===== src/verilog/ptx_regs.svh =====
// Function
// - Data path is 64 bits, or 64 or 128 bits on four- and eight-lane builds.
// - Data path width is fixed at build time, never changed by link speed.
// - TLAST marks a packet's final beat and counts only with TVALID high.
// - Core raises TREADY when able; one beat moves per cycle both high.
// - Strobe bit n qualifies byte lane n, bit 0 the lowest byte.
// - Core reports the number of free transmit buffers on six bits.
// - Each buffer holds one whole packet up to the maximum payload size.
// - Core flags a drop on length violation or a gap in a streamed packet.
// - A streamed packet may be launched before it is wholly written.
// - Core requests the port when its own packet is ready to send.
// - One grant while requesting makes the core's packet next; it is remembered.
`ifndef PTX_REGS_SVH
`define PTX_REGS_SVH

// Register byte addresses
`define PTX_CTRL_ADDR     8'h00
`define PTX_MAXBEAT_ADDR  8'h04
`define PTX_STATUS_ADDR   8'h08
`define PTX_DROPCNT_ADDR  8'h0c

// Control fields
`define PTX_CTRL_EN_BIT    0
`define PTX_CTRL_GNT_BIT   1
`define PTX_CTRL_RESET     2'h0

// Status fields
`define PTX_STAT_FREE_LSB  0
`define PTX_STAT_BUSY_BIT  8
`define PTX_STAT_REQ_BIT   9
`define PTX_STAT_HELD_BIT  10

// Sideband bit positions
`define PTX_TU_ECRC        0
`define PTX_TU_POISON      1
`define PTX_TU_STREAM      2
`define PTX_TU_DISCONT     3

// Defaults: 512-byte payload plus header in 8-byte beats
`define PTX_MAXBEAT_RESET  10'h044
`define PTX_NUM_BUFS       6'h20

`endif


===== src/verilog/ptx_pkg.sv =====
package ptx_pkg;
	typedef enum logic [1:0] {
		PTX_IDLE    = 2'b00,
		PTX_PKT     = 2'b01,
		PTX_DISCARD = 2'b10
	} ptx_state_t;

	typedef enum logic [1:0] {
		PTX_HT_IDLE   = 2'b00,
		PTX_HT_BUSY   = 2'b01,
		PTX_HT_NONSEQ = 2'b10,
		PTX_HT_SEQ    = 2'b11
	} ptx_htrans_t;
endpackage : ptx_pkg


===== src/verilog/ptx_free_count.sv =====
`timescale 1ns/1ps
module ptx_free_count #(
	parameter int NUM_BUFS = 32
) (
	// Clock and reset
	input  wire logic       mclk,
	input  wire logic       arst_n,
	// Events
	input  wire logic       take,
	input  wire logic       give_link,
	input  wire logic       give_drop,
	// Count
	output logic      [5:0] count,
	output logic      [5:0] next_count
);
	localparam logic [5:0] FULL = 6'(NUM_BUFS);

	initial begin
		if (NUM_BUFS < 1 || NUM_BUFS > 63)
			$error("NUM_BUFS must lie in 1..63");
	end

	// A release beyond the total is ignored so the count never overstates
	always_comb begin
		next_count = count;
		if (take && next_count != 6'h00)
			next_count = next_count - 6'h01;
		if (give_link && next_count != FULL)
			next_count = next_count + 6'h01;
		if (give_drop && next_count != FULL)
			next_count = next_count + 6'h01;
	end

	always_ff @(posedge mclk or negedge arst_n) begin
		if (!arst_n)
			count <= FULL;
		else
			count <= next_count;
	end
endmodule : ptx_free_count


===== src/verilog/ptx_pkt_check.sv =====
`timescale 1ns/1ps
module ptx_pkt_check #(
	parameter int DATA_W = 64
) (
	// Beat under test
	input  wire logic [DATA_W/8-1:0] strb,
	input  wire logic                last,
	input  wire logic [9:0]          beat_idx,
	input  wire logic [9:0]          max_beats,
	// Verdicts
	output logic                     strb_bad,
	output logic                     len_bad
);
	localparam int SW = DATA_W / 8;

	// Legal strobes fill all lanes, or on the last beat whole dwords from lane 0 upward
	function automatic logic strb_legal(input logic [SW-1:0] s, input logic l);
		logic ok;
		ok = (s == {SW{1'b1}});
		if (l) begin
			for (int k = 1; k <= SW / 4; k++)
				if (s == SW'((1 << (4 * k)) - 1))
					ok = 1'b1;
		end
		return ok;
	endfunction : strb_legal

	always_comb begin
		strb_bad = !strb_legal(strb, last);
		len_bad  = (beat_idx >= max_beats);
	end
endmodule : ptx_pkt_check


===== src/verilog/ptx_tx_port.sv =====
// Implementation choices: the placing of the registers and the AHB-Lite slave port.
`timescale 1ns/1ps
`include "ptx_regs.svh"
module ptx_tx_port #(
	parameter int DATA_W   = 64,
	parameter int NUM_BUFS = 32
) (
	// Clock and reset
	input  wire logic                     mclk,
	input  wire logic                     arst_n,
	// AHB-Lite slave
	input  wire logic                     hsel,
	input  wire logic [7:0]               haddr,
	input  wire ptx_pkg::ptx_htrans_t     htrans,
	input  wire logic                     hwrite,
	input  wire logic [2:0]               hsize,
	input  wire logic [31:0]              hwdata,
	input  wire logic                     hready,
	output logic                          hreadyout,
	output logic                          hresp,
	output logic      [31:0]              hrdata,
	// User transmit stream
	input  wire logic [DATA_W-1:0]        s_axis_tx_tdata,
	input  wire logic [DATA_W/8-1:0]      s_axis_tx_tstrb,
	input  wire logic                     s_axis_tx_tvalid,
	input  wire logic                     s_axis_tx_tlast,
	input  wire logic [3:0]               s_axis_tx_tuser,
	output logic                          s_axis_tx_tready,
	// Buffer status and drops
	output logic      [5:0]               free_buffer_count,
	output logic                          tx_terr_drop,
	// Internal packet arbitration
	input  wire logic                     tx_cfg_gnt,
	output logic                          tx_cfg_req,
	// Core side: internal packet source
	input  wire logic                     cfg_pkt_pending,
	output logic                          cfg_pkt_take,
	// Core side: link engine
	input  wire logic                     link_buf_release,
	output logic      [DATA_W-1:0]        link_data,
	output logic      [DATA_W/8-1:0]      link_strb,
	output logic                          link_valid,
	output logic                          link_last,
	output logic      [3:0]               link_flags,
	output logic                          link_launch,
	output logic                          link_abort
);
	import ptx_pkg::*;

	initial begin
		if (DATA_W != 64 && DATA_W != 128)
			$error("DATA_W must be 64 or 128");
	end

	ptx_state_t  state;
	ptx_state_t  next_state;
	logic [1:0]  ctrl;
	logic [9:0]  max_beats;
	logic [15:0] drop_cnt;
	logic [9:0]  beat_idx;
	logic        pkt_stream;
	logic        gnt_held;
	logic [5:0]  next_free;
	logic        strb_bad;
	logic        len_bad;

	// Bus address phase
	logic        ph_wr;
	logic [7:0]  ph_addr;

	wire logic accept  = s_axis_tx_tvalid && s_axis_tx_tready;
	wire logic eof     = accept && s_axis_tx_tlast;
	wire logic sof     = accept && (state == PTX_IDLE);
	wire logic viol    = accept && (strb_bad || len_bad);
	wire logic gap     = (state == PTX_PKT) && pkt_stream && !s_axis_tx_tvalid;
	wire logic gnt_any = gnt_held || ctrl[`PTX_CTRL_GNT_BIT];
	wire logic cfg_go  = (state == PTX_IDLE) && !s_axis_tx_tready && gnt_any
		&& cfg_pkt_pending && tx_cfg_req && (free_buffer_count != 6'h00);
	wire logic drop_ev = eof && ((state == PTX_DISCARD) || viol);
	wire logic ph_go   = hsel && hready && htrans[1];

	ptx_pkt_check #(
		.DATA_W    (DATA_W)
	) u_check (
		.strb      (s_axis_tx_tstrb),
		.last      (s_axis_tx_tlast),
		.beat_idx  (beat_idx),
		.max_beats (max_beats),
		.strb_bad  (strb_bad),
		.len_bad   (len_bad)
	);

	ptx_free_count #(
		.NUM_BUFS   (NUM_BUFS)
	) u_free (
		.mclk       (mclk),
		.arst_n     (arst_n),
		.take       (sof || cfg_go),
		.give_link  (link_buf_release),
		.give_drop  (drop_ev),
		.count      (free_buffer_count),
		.next_count (next_free)
	);

	function automatic logic [31:0] reg_read(input logic [7:0] a);
		logic [31:0] v;
		v = 32'h0000_0000;
		case (a)
			`PTX_CTRL_ADDR:    v[1:0] = ctrl;
			`PTX_MAXBEAT_ADDR: v[9:0] = max_beats;
			`PTX_STATUS_ADDR: begin
				v[`PTX_STAT_FREE_LSB +: 6] = free_buffer_count;
				v[`PTX_STAT_BUSY_BIT]      = (state != PTX_IDLE);
				v[`PTX_STAT_REQ_BIT]       = tx_cfg_req;
				v[`PTX_STAT_HELD_BIT]      = gnt_held;
			end
			`PTX_DROPCNT_ADDR: v[15:0] = drop_cnt;
			default:           v = 32'h0000_0000;
		endcase
		return v;
	endfunction : reg_read

	// Packet state
	always_comb begin
		next_state = state;
		case (state)
			PTX_IDLE: begin
				if (accept && !s_axis_tx_tlast)
					next_state = viol ? PTX_DISCARD : PTX_PKT;
			end
			PTX_PKT: begin
				if (gap || (viol && !s_axis_tx_tlast))
					next_state = PTX_DISCARD;
				else if (eof)
					next_state = PTX_IDLE;
			end
			PTX_DISCARD: begin
				if (eof)
					next_state = PTX_IDLE;
			end
			default: next_state = PTX_IDLE;
		endcase
	end

	always_ff @(posedge mclk or negedge arst_n) begin
		if (!arst_n)
			state <= PTX_IDLE;
		else
			state <= next_state;
	end

	always_ff @(posedge mclk or negedge arst_n) begin
		if (!arst_n) begin
			beat_idx   <= 10'h000;
			pkt_stream <= 1'b0;
		end else begin
			if (eof)
				beat_idx <= 10'h000;
			else if (accept && beat_idx != 10'h3ff)
				beat_idx <= beat_idx + 10'h001;
			if (sof)
				pkt_stream <= s_axis_tx_tuser[`PTX_TU_STREAM];
		end
	end

	// Ready is registered; mid-packet it stays high so a packet always completes
	always_ff @(posedge mclk or negedge arst_n) begin
		if (!arst_n)
			s_axis_tx_tready <= 1'b0;
		else if (next_state != PTX_IDLE)
			s_axis_tx_tready <= 1'b1;
		else
			s_axis_tx_tready <= ctrl[`PTX_CTRL_EN_BIT] && (next_free != 6'h00)
				&& !((gnt_any || (tx_cfg_gnt && tx_cfg_req)) && cfg_pkt_pending
				&& !cfg_go);
	end

	// Internal packet request and remembered grant
	always_ff @(posedge mclk or negedge arst_n) begin
		if (!arst_n) begin
			tx_cfg_req   <= 1'b0;
			gnt_held     <= 1'b0;
			cfg_pkt_take <= 1'b0;
		end else begin
			tx_cfg_req   <= cfg_pkt_pending && !cfg_go && !cfg_pkt_take;
			gnt_held     <= (tx_cfg_gnt && tx_cfg_req) || (gnt_held && !cfg_go);
			cfg_pkt_take <= cfg_go;
		end
	end

	// Link side: beats pass on one cycle later; launch marks when sending may start
	always_ff @(posedge mclk or negedge arst_n) begin
		if (!arst_n) begin
			link_data   <= '0;
			link_strb   <= '0;
			link_valid  <= 1'b0;
			link_last   <= 1'b0;
			link_flags  <= 4'h0;
			link_launch <= 1'b0;
			link_abort  <= 1'b0;
		end else begin
			link_valid  <= accept && (state != PTX_DISCARD) && !viol;
			link_data   <= s_axis_tx_tdata;
			link_strb   <= s_axis_tx_tstrb;
			link_last   <= s_axis_tx_tlast;
			link_flags  <= s_axis_tx_tuser;
			link_launch <= accept && !viol && (state != PTX_DISCARD)
				&& ((sof && s_axis_tx_tuser[`PTX_TU_STREAM])
				|| (s_axis_tx_tlast && !pkt_stream && !sof)
				|| (sof && s_axis_tx_tlast));
			link_abort  <= (state == PTX_PKT) && (gap || viol);
		end
	end

	// Drop pulse comes once, the cycle after the discarded packet's last beat
	always_ff @(posedge mclk or negedge arst_n) begin
		if (!arst_n)
			tx_terr_drop <= 1'b0;
		else
			tx_terr_drop <= drop_ev;
	end

	// AHB-Lite slave: zero wait states, always OKAY
	always_ff @(posedge mclk or negedge arst_n) begin
		if (!arst_n) begin
			hreadyout <= 1'b0;
			hresp     <= 1'b0;
			hrdata    <= 32'h0000_0000;
			ph_wr     <= 1'b0;
			ph_addr   <= 8'h00;
		end else begin
			hreadyout <= 1'b1;
			hresp     <= 1'b0;
			ph_wr     <= ph_go && hwrite;
			ph_addr   <= haddr;
			if (ph_go && !hwrite)
				hrdata <= reg_read({haddr[7:2], 2'b00});
		end
	end

	always_ff @(posedge mclk or negedge arst_n) begin
		if (!arst_n) begin
			ctrl      <= `PTX_CTRL_RESET;
			max_beats <= `PTX_MAXBEAT_RESET;
		end else if (ph_wr) begin
			if (ph_addr[7:2] == `PTX_CTRL_ADDR >> 2)
				ctrl <= hwdata[1:0];
			if (ph_addr[7:2] == `PTX_MAXBEAT_ADDR >> 2)
				max_beats <= hwdata[9:0];
		end
	end

	// A write clears the counter, but a drop in the same cycle still counts
	always_ff @(posedge mclk or negedge arst_n) begin
		if (!arst_n)
			drop_cnt <= 16'h0000;
		else if (ph_wr && ph_addr[7:2] == `PTX_DROPCNT_ADDR >> 2)
			drop_cnt <= {15'h0000, drop_ev};
		else if (drop_ev && drop_cnt != 16'hffff)
			drop_cnt <= drop_cnt + 16'h0001;
	end

	a_ready_no_buffer: assert property (@(posedge mclk) disable iff (!arst_n)
		(state == PTX_IDLE && free_buffer_count == 6'h00) |-> !s_axis_tx_tready)
		else $error("ready high with no free buffer");
	a_drop_one_cycle: assert property (@(posedge mclk) disable iff (!arst_n)
		tx_terr_drop |=> !tx_terr_drop)
		else $error("drop pulse longer than one cycle");
	a_gap_discards: assert property (@(posedge mclk) disable iff (!arst_n)
		gap |=> (state == PTX_DISCARD) && link_abort)
		else $error("streamed gap not discarded");
	a_beat_forward: assert property (@(posedge mclk) disable iff (!arst_n)
		(accept && state != PTX_DISCARD && !viol)
		|=> link_valid && link_data == $past(s_axis_tx_tdata))
		else $error("accepted beat not forwarded");
	a_strb_full_mid: assert property (@(posedge mclk) disable iff (!arst_n)
		(link_valid && !link_last) |-> (&link_strb))
		else $error("partial strobe forwarded mid packet");
	a_len_drop: assert property (@(posedge mclk) disable iff (!arst_n)
		(eof && len_bad) |=> tx_terr_drop ##1 !tx_terr_drop)
		else $error("length violation not dropped");
	a_take_needs_gnt: assert property (@(posedge mclk) disable iff (!arst_n)
		$rose(cfg_pkt_take) |-> $past(gnt_any) && $past(free_buffer_count) != 6'h00)
		else $error("internal packet taken without grant");
	a_grant_blocks: assert property (@(posedge mclk) disable iff (!arst_n)
		(gnt_held && cfg_pkt_pending && next_state == PTX_IDLE && !cfg_go)
		|=> !s_axis_tx_tready)
		else $error("user packet passed a granted internal packet");
	a_req_follows: assert property (@(posedge mclk) disable iff (!arst_n)
		(cfg_pkt_pending && !cfg_go && !cfg_pkt_take) |=> tx_cfg_req)
		else $error("request missing while internal packet pending");
	a_cut_through: assert property (@(posedge mclk) disable iff (!arst_n)
		(sof && !viol && s_axis_tx_tuser[`PTX_TU_STREAM]) |=> link_launch)
		else $error("streamed packet not launched at first beat");
	a_free_bound: assert property (@(posedge mclk) disable iff (!arst_n)
		free_buffer_count <= 6'(NUM_BUFS))
		else $error("free count above buffer total");

	c_drop:     cover property (@(posedge mclk) disable iff (!arst_n) tx_terr_drop);
	c_cfg_take: cover property (@(posedge mclk) disable iff (!arst_n) cfg_pkt_take);
	c_stream:   cover property (@(posedge mclk) disable iff (!arst_n) eof && pkt_stream);
	c_gap:      cover property (@(posedge mclk) disable iff (!arst_n) gap);
endmodule : ptx_tx_port


===== config.mk =====
export PLATFORM = sky130hd
export DESIGN_NAME = ptx_tx_port
export DESIGN_NICKNAME = d
export VERILOG_FILES = /design/src/verilog/ptx_pkg.sv /design/src/verilog/ptx_free_count.sv /design/src/verilog/ptx_pkt_check.sv /design/src/verilog/ptx_tx_port.sv
export VERILOG_INCLUDE_DIRS = /design/src /design/src/verilog
export SDC_FILE = /design/constraint.sdc
export NUM_CORES = 1
export LEC_CHECK = 0
export BUFFER_PORTS_ARGS = -buffer_cell sky130_fd_sc_hd__buf_4
export CORE_ASPECT_RATIO = 0.75
export CORE_MARGIN = 2
export CORE_UTILIZATION = 52
export CTS_CLUSTER_SIZE = 8
export DETAILED_ROUTE_END_ITERATION = 10
export GPL_TIMING_DRIVEN = 0
export MAX_ROUTING_LAYER = met4
export PLACE_DENSITY = 0.91
export SYNTH_ARGS = -nofsm -noshare
export SYNTH_HDL_FRONTEND = slang
export SYNTH_SLANG_ARGS = --single-unit

===== constraint.sdc =====
create_clock -name mclk -period 9.07 [get_ports mclk]
set_input_delay 0.4535 -clock mclk [delete_from_list [all_inputs] [get_ports mclk]]
set_output_delay 0.4535 -clock mclk [all_outputs]
set_load 0.05 [all_outputs]

==> results by group, run 1 <==
Outcome
  • Status: finished clean

Die
  • Die width: 132.7 um
  • Row count: 35
  • Die height: 100.6 um
  • Initial Util: 52.90%
  • Die area: 13350 um2
  • I/O pin count: 255
  • Core ar.: 12220 um2

Global routing
  • Pin count of the biggest net entering global routing: 80
  • Antenna violations before repair: 0
  • Gr ovfl total: 0
  • First-pass GRT wire length: 24.63 mm
  • Vias in the first global route: 4928
  • Gr usage total: 24.78%

Cells and area
  • Fin nets: 961
  • FF/Latch Area: 3908 um2
  • Final instance area: 8919 um2
  • ANT cells: 0
  • Layout cells sized above 1: 35.64%
  • Final design utilization: 73.00%
  • Multi-input logic area: 2322 um2
  • Layout fillers: 857
  • Synthesis-to-layout area growth: 37.98%

CTS
  • Setup Fix Bufs, Post-CTS: 0
  • Total CTS buffers: 17
  • Root buf cell: clkbuf_16
  • Post-CTS Hold Buffers: 0
  • CTS max path bufs: 2
  • CTS tree: done
  • Clock transition at the registers of the reported paths: 70 ps
  • Worst-Skew Late Latency: 430 ps
  • Post-cts resize count: 0
  • # clock sinks: 156
  • H-Tree Level Count: 4

Timing
  • Layout Skew: 11.37 ps
  • Slew HR: 15.58%
  • Final setup violation count: 0
  • Sum Neg Setup Slack: 0 ps
  • Worst hold slack: 40.41 ps
  • Part of the cycle the worst path needs: 46.44%
  • Max Freq: 0.2374 GHz
  • Worst Max-Slew Pin Slew: 1264 ps
  • Minimum clock period: 4212 ps
  • Final hold violation count: 0
  • RSZ-0062 raised after global routing: no
  • Final Slew Violations: 0

Detailed routing
  • Post-DR wirelength/cell: 15.66 um
  • DRC violations left: 0
  • Wirelength, routed: 15.52 mm
  • Via density: 5.158
  • Routed Antenna Nets: 0
  • Detailed Routing Iterations Pass 1: 4
  • Vias: 5112
  • Drt initial violations: 351

Power
  • Pleak: 4.453 nW
  • Max VDD drop: 0.0001415 V
  • Design Power: 2.305 mW
  • Power Density: 258.4 nW/um2

Yosys
  • Synth cell types: 66
  • Avg Inst Size Synth: 11.40 um2
  • Synth Area in Compound Gates: 9.098%
  • Post-synthesis adder-cell area fraction: 3.484%
  • Post-Synth XOR/XNOR Area: 4.065%
  • Most common cell in the netlist: dfrtp_1
  • Post-synth EDFFs: 0
  • Register bit total from synthesis: 156
  • Synth top cells by count: 153 x dfrtp_1, 68 x nand2_1, 44 x nor2_1
  • Asr flop ratio synth: 100.0%
  • Multiplexer share of the synthesized area: 3.349%
  • Post-synthesis cell area: 6464 um2
  • Top_reg_cell synth: dfrtp_1
  • Largest cells by area after synthesis: dfrtp_1 59%, nand2_1 3.9%, ha_1 3.5%, nor2_1 2.6%, o21ai_0 2.6%
  • Mapped Cells: 567
  • Register area share after synthesis: 60.45%
  • Synth warn: 0
  • Area leader, netlist: dfrtp_1
  • Simple-gate share of the synthesized area: 14.89%
  • Area share of the largest cell type after synthesis: 59.23%
  • Main combinational cell family by area after synthesis: simple AND/OR/NAND/NOR gates

Setup path
  • Crit. End Element: register
  • Critical Path RT: 9370 ps
  • Flop2flop setup slack: 4860 ps
  • CP max-delay cell: dfrtp_1
  • Worst setup path class: reg -> reg
  • Crit path launch type: register
  • Max stage delay on crit path: 490 ps
  • WP data arrival: 4510 ps
  • Max Fanout on Critical Path: 7
  • CP cell instances: inv_1 -> ha_1 -> nor3b_1 -> nand2_1 -> nand2_1 -> xnor2_1 -> ha_1 -> nand2_1 -> nor3b_2 -> a31o_2 -> mux2_2 -> inv_1 -> ha_1 -> nand3_1 -> o21ai_1 -> mux2i_1 -> a31oi_1

Placement
  • DP Area: 8332 um2
  • PortBufs: 209
  • Post-DP HPWL: 11.71 mm
  • RD Place Congestion: 0.8753

Worst hold path
  • HP Class: in -> async

Job
  • Max cap viols: 0
cell usage in the layout, fill, tap and decap left out, drive strengths merged, types with 3 or more instances in the layout:
master / synthesis / final
conb: 2 / 18
ha: 18 / 18
o211ai: 4 / 4
nand3: 22 / 22
clkbuf: 11 / 29
a22oi: 7 / 7
or3: 4 / 4
and3: 11 / 11
nor3: 9 / 9
inv: 26 / 35
dfstp: 3 / 3
xnor2: 13 / 13
mux2: 8 / 8
xor2: 17 / 17
buf: 20 / 230
o21a: 3 / 3
nor3b: 4 / 4
nor2: 44 / 44
nand2: 68 / 68
dfrtp: 153 / 153
nand4: 7 / 7
nand2b: 4 / 4
nor4: 4 / 4
o21ai: 35 / 35
mux2i: 11 / 11
or2: 3 / 3
a31o: 4 / 4
clkinv: 0 / 5
a21oi: 16 / 16
nor2b: 3 / 3
report_power, final:
group	total (mW)	internal (mW)	switching [mW]	leakage, nW
sequential	0.841	0.767	0.0739	1.90
clock	0.693	0.375	0.318	0.290
combinational	0.771	0.301	0.470	2.26
flip-flops by register name, indices dropped and copies added, names as in the netlist, 2 cells and up:
name / cells
ctrl: 2
link_strb: 8
u_free.count: 6
ph_addr: 6
link_data: 64
hrdata: 16
drop_cnt: 16
link_flags: 4
max_beats: 10
beat_idx: 10
state: 2
critical path: cells and delay by family, from the launching register on:
kind,cells,cell delay [ps]
flops,1,490
simple gates,6,1120
buf+inv,2,280
mux,2,620
xor+xnor,1,240
compound gates,3,700
fa+ha+maj,3,620
routing by layer:
layer	up-vias	GRT usage [%]	share of wire, %
met2	194	40.61	50
met3	22	5.681	6.2
met1	2495	31.03	42
li1	2401	-	-
met5	-	-	0
met4	0	8.023	1.6
per-stage QoR:
stage               cells  worst slack [ps]
floorplan             583              5193
global placement      958              4955
detailed placement    959              4903
CTS                   991              4858
global route          991              4456
finish                991              4858
logic make-up (layout without fill, tap and decap cells):
| family | count (synthesis) | count (layout) |
|---|---|---|
| buf+inv | 57 | 299 |
| flops | 156 | 156 |
| mux | 19 | 19 |
| simple gates | 195 | 195 |
| fa+ha+maj | 18 | 18 |
| compound gates | 90 | 90 |
| xor+xnor | 30 | 30 |
| other cells | 2 | 18 |
final cells by class:
cell class	instances	share of cell area (%)
plain buffers	31	2.203
clock buffers	18	4.924
clock inverters	14	1.655
inverters	26	1.094
multi-input cells	370	26.04
flip-flops and latches	156	43.81
well taps	166	2.329
repair buffers	210	17.94
final timing paths:
kind	start	to	cells past startpoint
max in group asynchronous	arst_n	max_beats[6]	2
min in group mclk	s_axis_tx_tdata[54]	link_data[54]	1
setup / recovery	u_free.count[0]	s_axis_tx_tready	17
setup reg to reg	u_free.count[0]	s_axis_tx_tready	17
hold reg to reg	cfg_pkt_take	tx_cfg_req	1
hold / removal	arst_n	ph_addr[4]	1
(Power assumes the default switching activity.)
==> run 2: changes to the inputs <==
--- a/config.mk
+++ b/config.mk
@@ -9,12 +9,12 @@
 export BUFFER_PORTS_ARGS = -buffer_cell sky130_fd_sc_hd__buf_4
 export CORE_ASPECT_RATIO = 0.75
 export CORE_MARGIN = 2
-export CORE_UTILIZATION = 52
+export CORE_UTILIZATION = 44
 export CTS_CLUSTER_SIZE = 8
 export DETAILED_ROUTE_END_ITERATION = 10
 export GPL_TIMING_DRIVEN = 0
 export MAX_ROUTING_LAYER = met4
-export PLACE_DENSITY = 0.91
+export PLACE_DENSITY = 0.82
 export SYNTH_ARGS = -nofsm -noshare
 export SYNTH_HDL_FRONTEND = slang
 export SYNTH_SLANG_ARGS = --single-unit
==> constraint.sdc (replaced) <==
create_clock -name mclk -period 3.5 [get_ports mclk]
set_input_delay 0.175 -clock mclk [delete_from_list [all_inputs] [get_ports mclk]]
set_output_delay 0.175 -clock mclk [all_outputs]
set_load 0.05 [all_outputs]
==> results by group, run 2 (synthesis gave the netlist of run 1 again) <==
Global routing
  • Gr usage total: 29.80%
  • Gr ovfl total: 0
  • First-pass GRT wire length: 33.75 mm
  • Pin count of the biggest net entering global routing: 86
  • Antenna violations before repair: 0
  • Vias in the first global route: 6121

Placement
  • PortBufs: 209
  • Post-DP HPWL: 12.53 mm
  • RD Place Congestion: 0.9295
  • Placed insts: 993
  • DP Area: 8419 um2
  • Pre-CTS WS: -311.2 ps

Cells and area
  • Regs by FF count: link_data x64, drop_cnt x16, hrdata x16
  • ANT cells: 0
  • Most frequent cells in the layout: 242 x buf_4, 147 x dfrtp_1, 93 x dlygate4sd3_1
  • Layout cells sized above 1: 36.15%
  • Fin nets: 1072
  • Commonest non-fill, non-tap cell in the layout: buf_4
  • Max reg flops: 64
  • Final design utilization: 70.68%
  • Final instance area: 10180 um2
  • Final non-filler cell total: 1135
  • Biggest register: link_data
  • Synthesis-to-layout area growth: 57.53%

Setup path
  • Reg2Reg Launch Point: u_free.count[1]
  • Crit. End Element: register
  • R2R cell count: 19
  • CP cell instances: inv_4 -> ha_4 -> nor3b_4 -> nand2_2 -> nand2_8 -> o21ai_2 -> inv_1 -> ha_2 -> nand2_2 -> nor3b_4 -> a31o_4 -> mux2_4 -> inv_2 -> ha_2 -> nand3_2 -> o21ai_4 -> buf_4 -> o21ai_0 -> and2_1
  • CP max-delay cell: dfrtp_2
  • Max stage delay on crit path: 450 ps
  • WP data arrival: 3730 ps
  • Flop2flop setup slack: 80 ps
  • Max Fanout on Critical Path: 5
  • Worst setup path class: reg -> reg
  • Crit path launch type: register
  • Reg-to-Reg End: u_free.count[2]
  • Critical Path RT: 3810 ps

CTS
  • CTS max path bufs: 2
  • CTS tree: done
  • # clock sinks: 156
  • H-Tree Level Count: 4
  • Worst-Skew Late Latency: 430 ps
  • Total CTS buffers: 17
  • Clock transition at the registers of the reported paths: 60 ps
  • Root buf cell: clkbuf_16

Timing
  • Sum Neg Setup Slack: 0 ps
  • Minimum clock period: 3424 ps
  • Part of the cycle the worst path needs: 97.83%
  • Worst hold slack: 6.432 ps
  • Final Slew Violations: 0
  • Worst Setup Slack, final: 75.93 ps
  • Slew HR: 36.74%
  • Final setup violation count: 0
  • Layout Skew: 15.80 ps
  • Max Freq: 0.2921 GHz
  • Final hold violation count: 0
  • Worst Max-Slew Pin Slew: 940.3 ps

Outcome
  • Status: finished clean

Detailed routing
  • Vias: 5933
  • Post-DR wirelength/cell: 19.34 um
  • Via density: 5.227
  • DRC violations left: 0
  • Routed Antenna Nets: 0
  • Wirelength, routed: 21.95 mm
  • Detailed Routing Iterations Pass 1: 5
  • Drt initial violations: 449

Die
  • Row count: 38
  • Core ar.: 14410 um2
  • I/O pin count: 255
  • Die area: 15690 um2
  • Die height: 109.0 um
  • Initial Util: 44.87%
  • Die width: 144.0 um

Worst hold path
  • HP Class: in -> reg
  • Hold_sp: tx_cfg_gnt
  • Hold Path Stages: 3
  • WHS Endpoint: gnt_held

Power
  • Max VDD drop: 0.0004308 V
  • Design Power: 6.516 mW
  • Pleak: 4.937 nW
  • Power Density: 640.0 nW/um2

Job
  • Max cap viols: 0
[run 2: changes by cell type in the layout (fill, tap and decap cells not counted), moves of 3 or more]
cell	before	now
nand2_1	68	64
dfrtp_2	0	6
dlygate4sd3_1	0	93
clkinv_4	3	6
inv_1	26	22
ha_1	18	14
buf_4	225	242
dfrtp_1	153	147
nand2_2	0	3
[run 2: critical path: cells and delay by family (launching register included)]
kind / cells / cell delay [ps]
flip-flops: 1 / 450
AO/OA/AOI/OAI: 4 / 560
buffers and inverters: 4 / 370
AND/OR/NAND/NOR: 7 / 1080
multiplexers: 1 / 340
adder cells (fa/ha/maj): 3 / 480
[run 2: report_power, final]
part           internal (mW)  switching, mW  total, mW  leakage, nW
logic                   1.10           1.47       2.57         2.77
clock network          0.944          0.813       1.76        0.264
registers               1.99          0.196       2.19         1.90
total                   4.03           2.48       6.52         4.94
[run 2: cell type report]
type | instances | area (um2)
fill | 953 | 4224
sequential | 156 | 3915
timing repair buffer | 321 | 2679
multi-input combinational | 370 | 2486
clock buffer | 19 | 442.9
tap | 200 | 250.2
buffer | 31 | 196.4
clock inverter | 12 | 107.6
inverter | 26 | 105.1
[run 2: worst max-delay path by stage]
stage,from,endpoint,slack (ps)
floorplan,u_free.count[0],s_axis_tx_tready,30
global placement,state[0],s_axis_tx_tready,-260
detailed placement,state[0],s_axis_tx_tready,-310
CTS,state[1],s_axis_tx_tready,20
global route,u_free.count[1],u_free.count[2],-100
finish,u_free.count[1],u_free.count[2],80
[run 2: per-layer routing]
| metal | GRT usage (%) | up-vias | part of all wire [%] |
|---|---|---|---|
| li1 | - | 2610 | - |
| met1 | 33.32 | 2926 | 37 |
| met2 | 51.02 | 314 | 52 |
| met3 | 5.885 | 83 | 6.4 |
| met4 | 15.69 | 0 | 4.6 |
| met5 | - | - | 0 |
[run 2: timing repair]
| item | in CTS | in global routing |
|---|---|---|
| pin swaps | 2 | 7 |
| hold buffers | 93 | 0 |
| setup endpoints to repair | 5 | 13 |
| setup buffers | 3 | 15 |
| endpoints found under the hold margin | 176 | 0 |
| resized for setup | 11 | 16 |
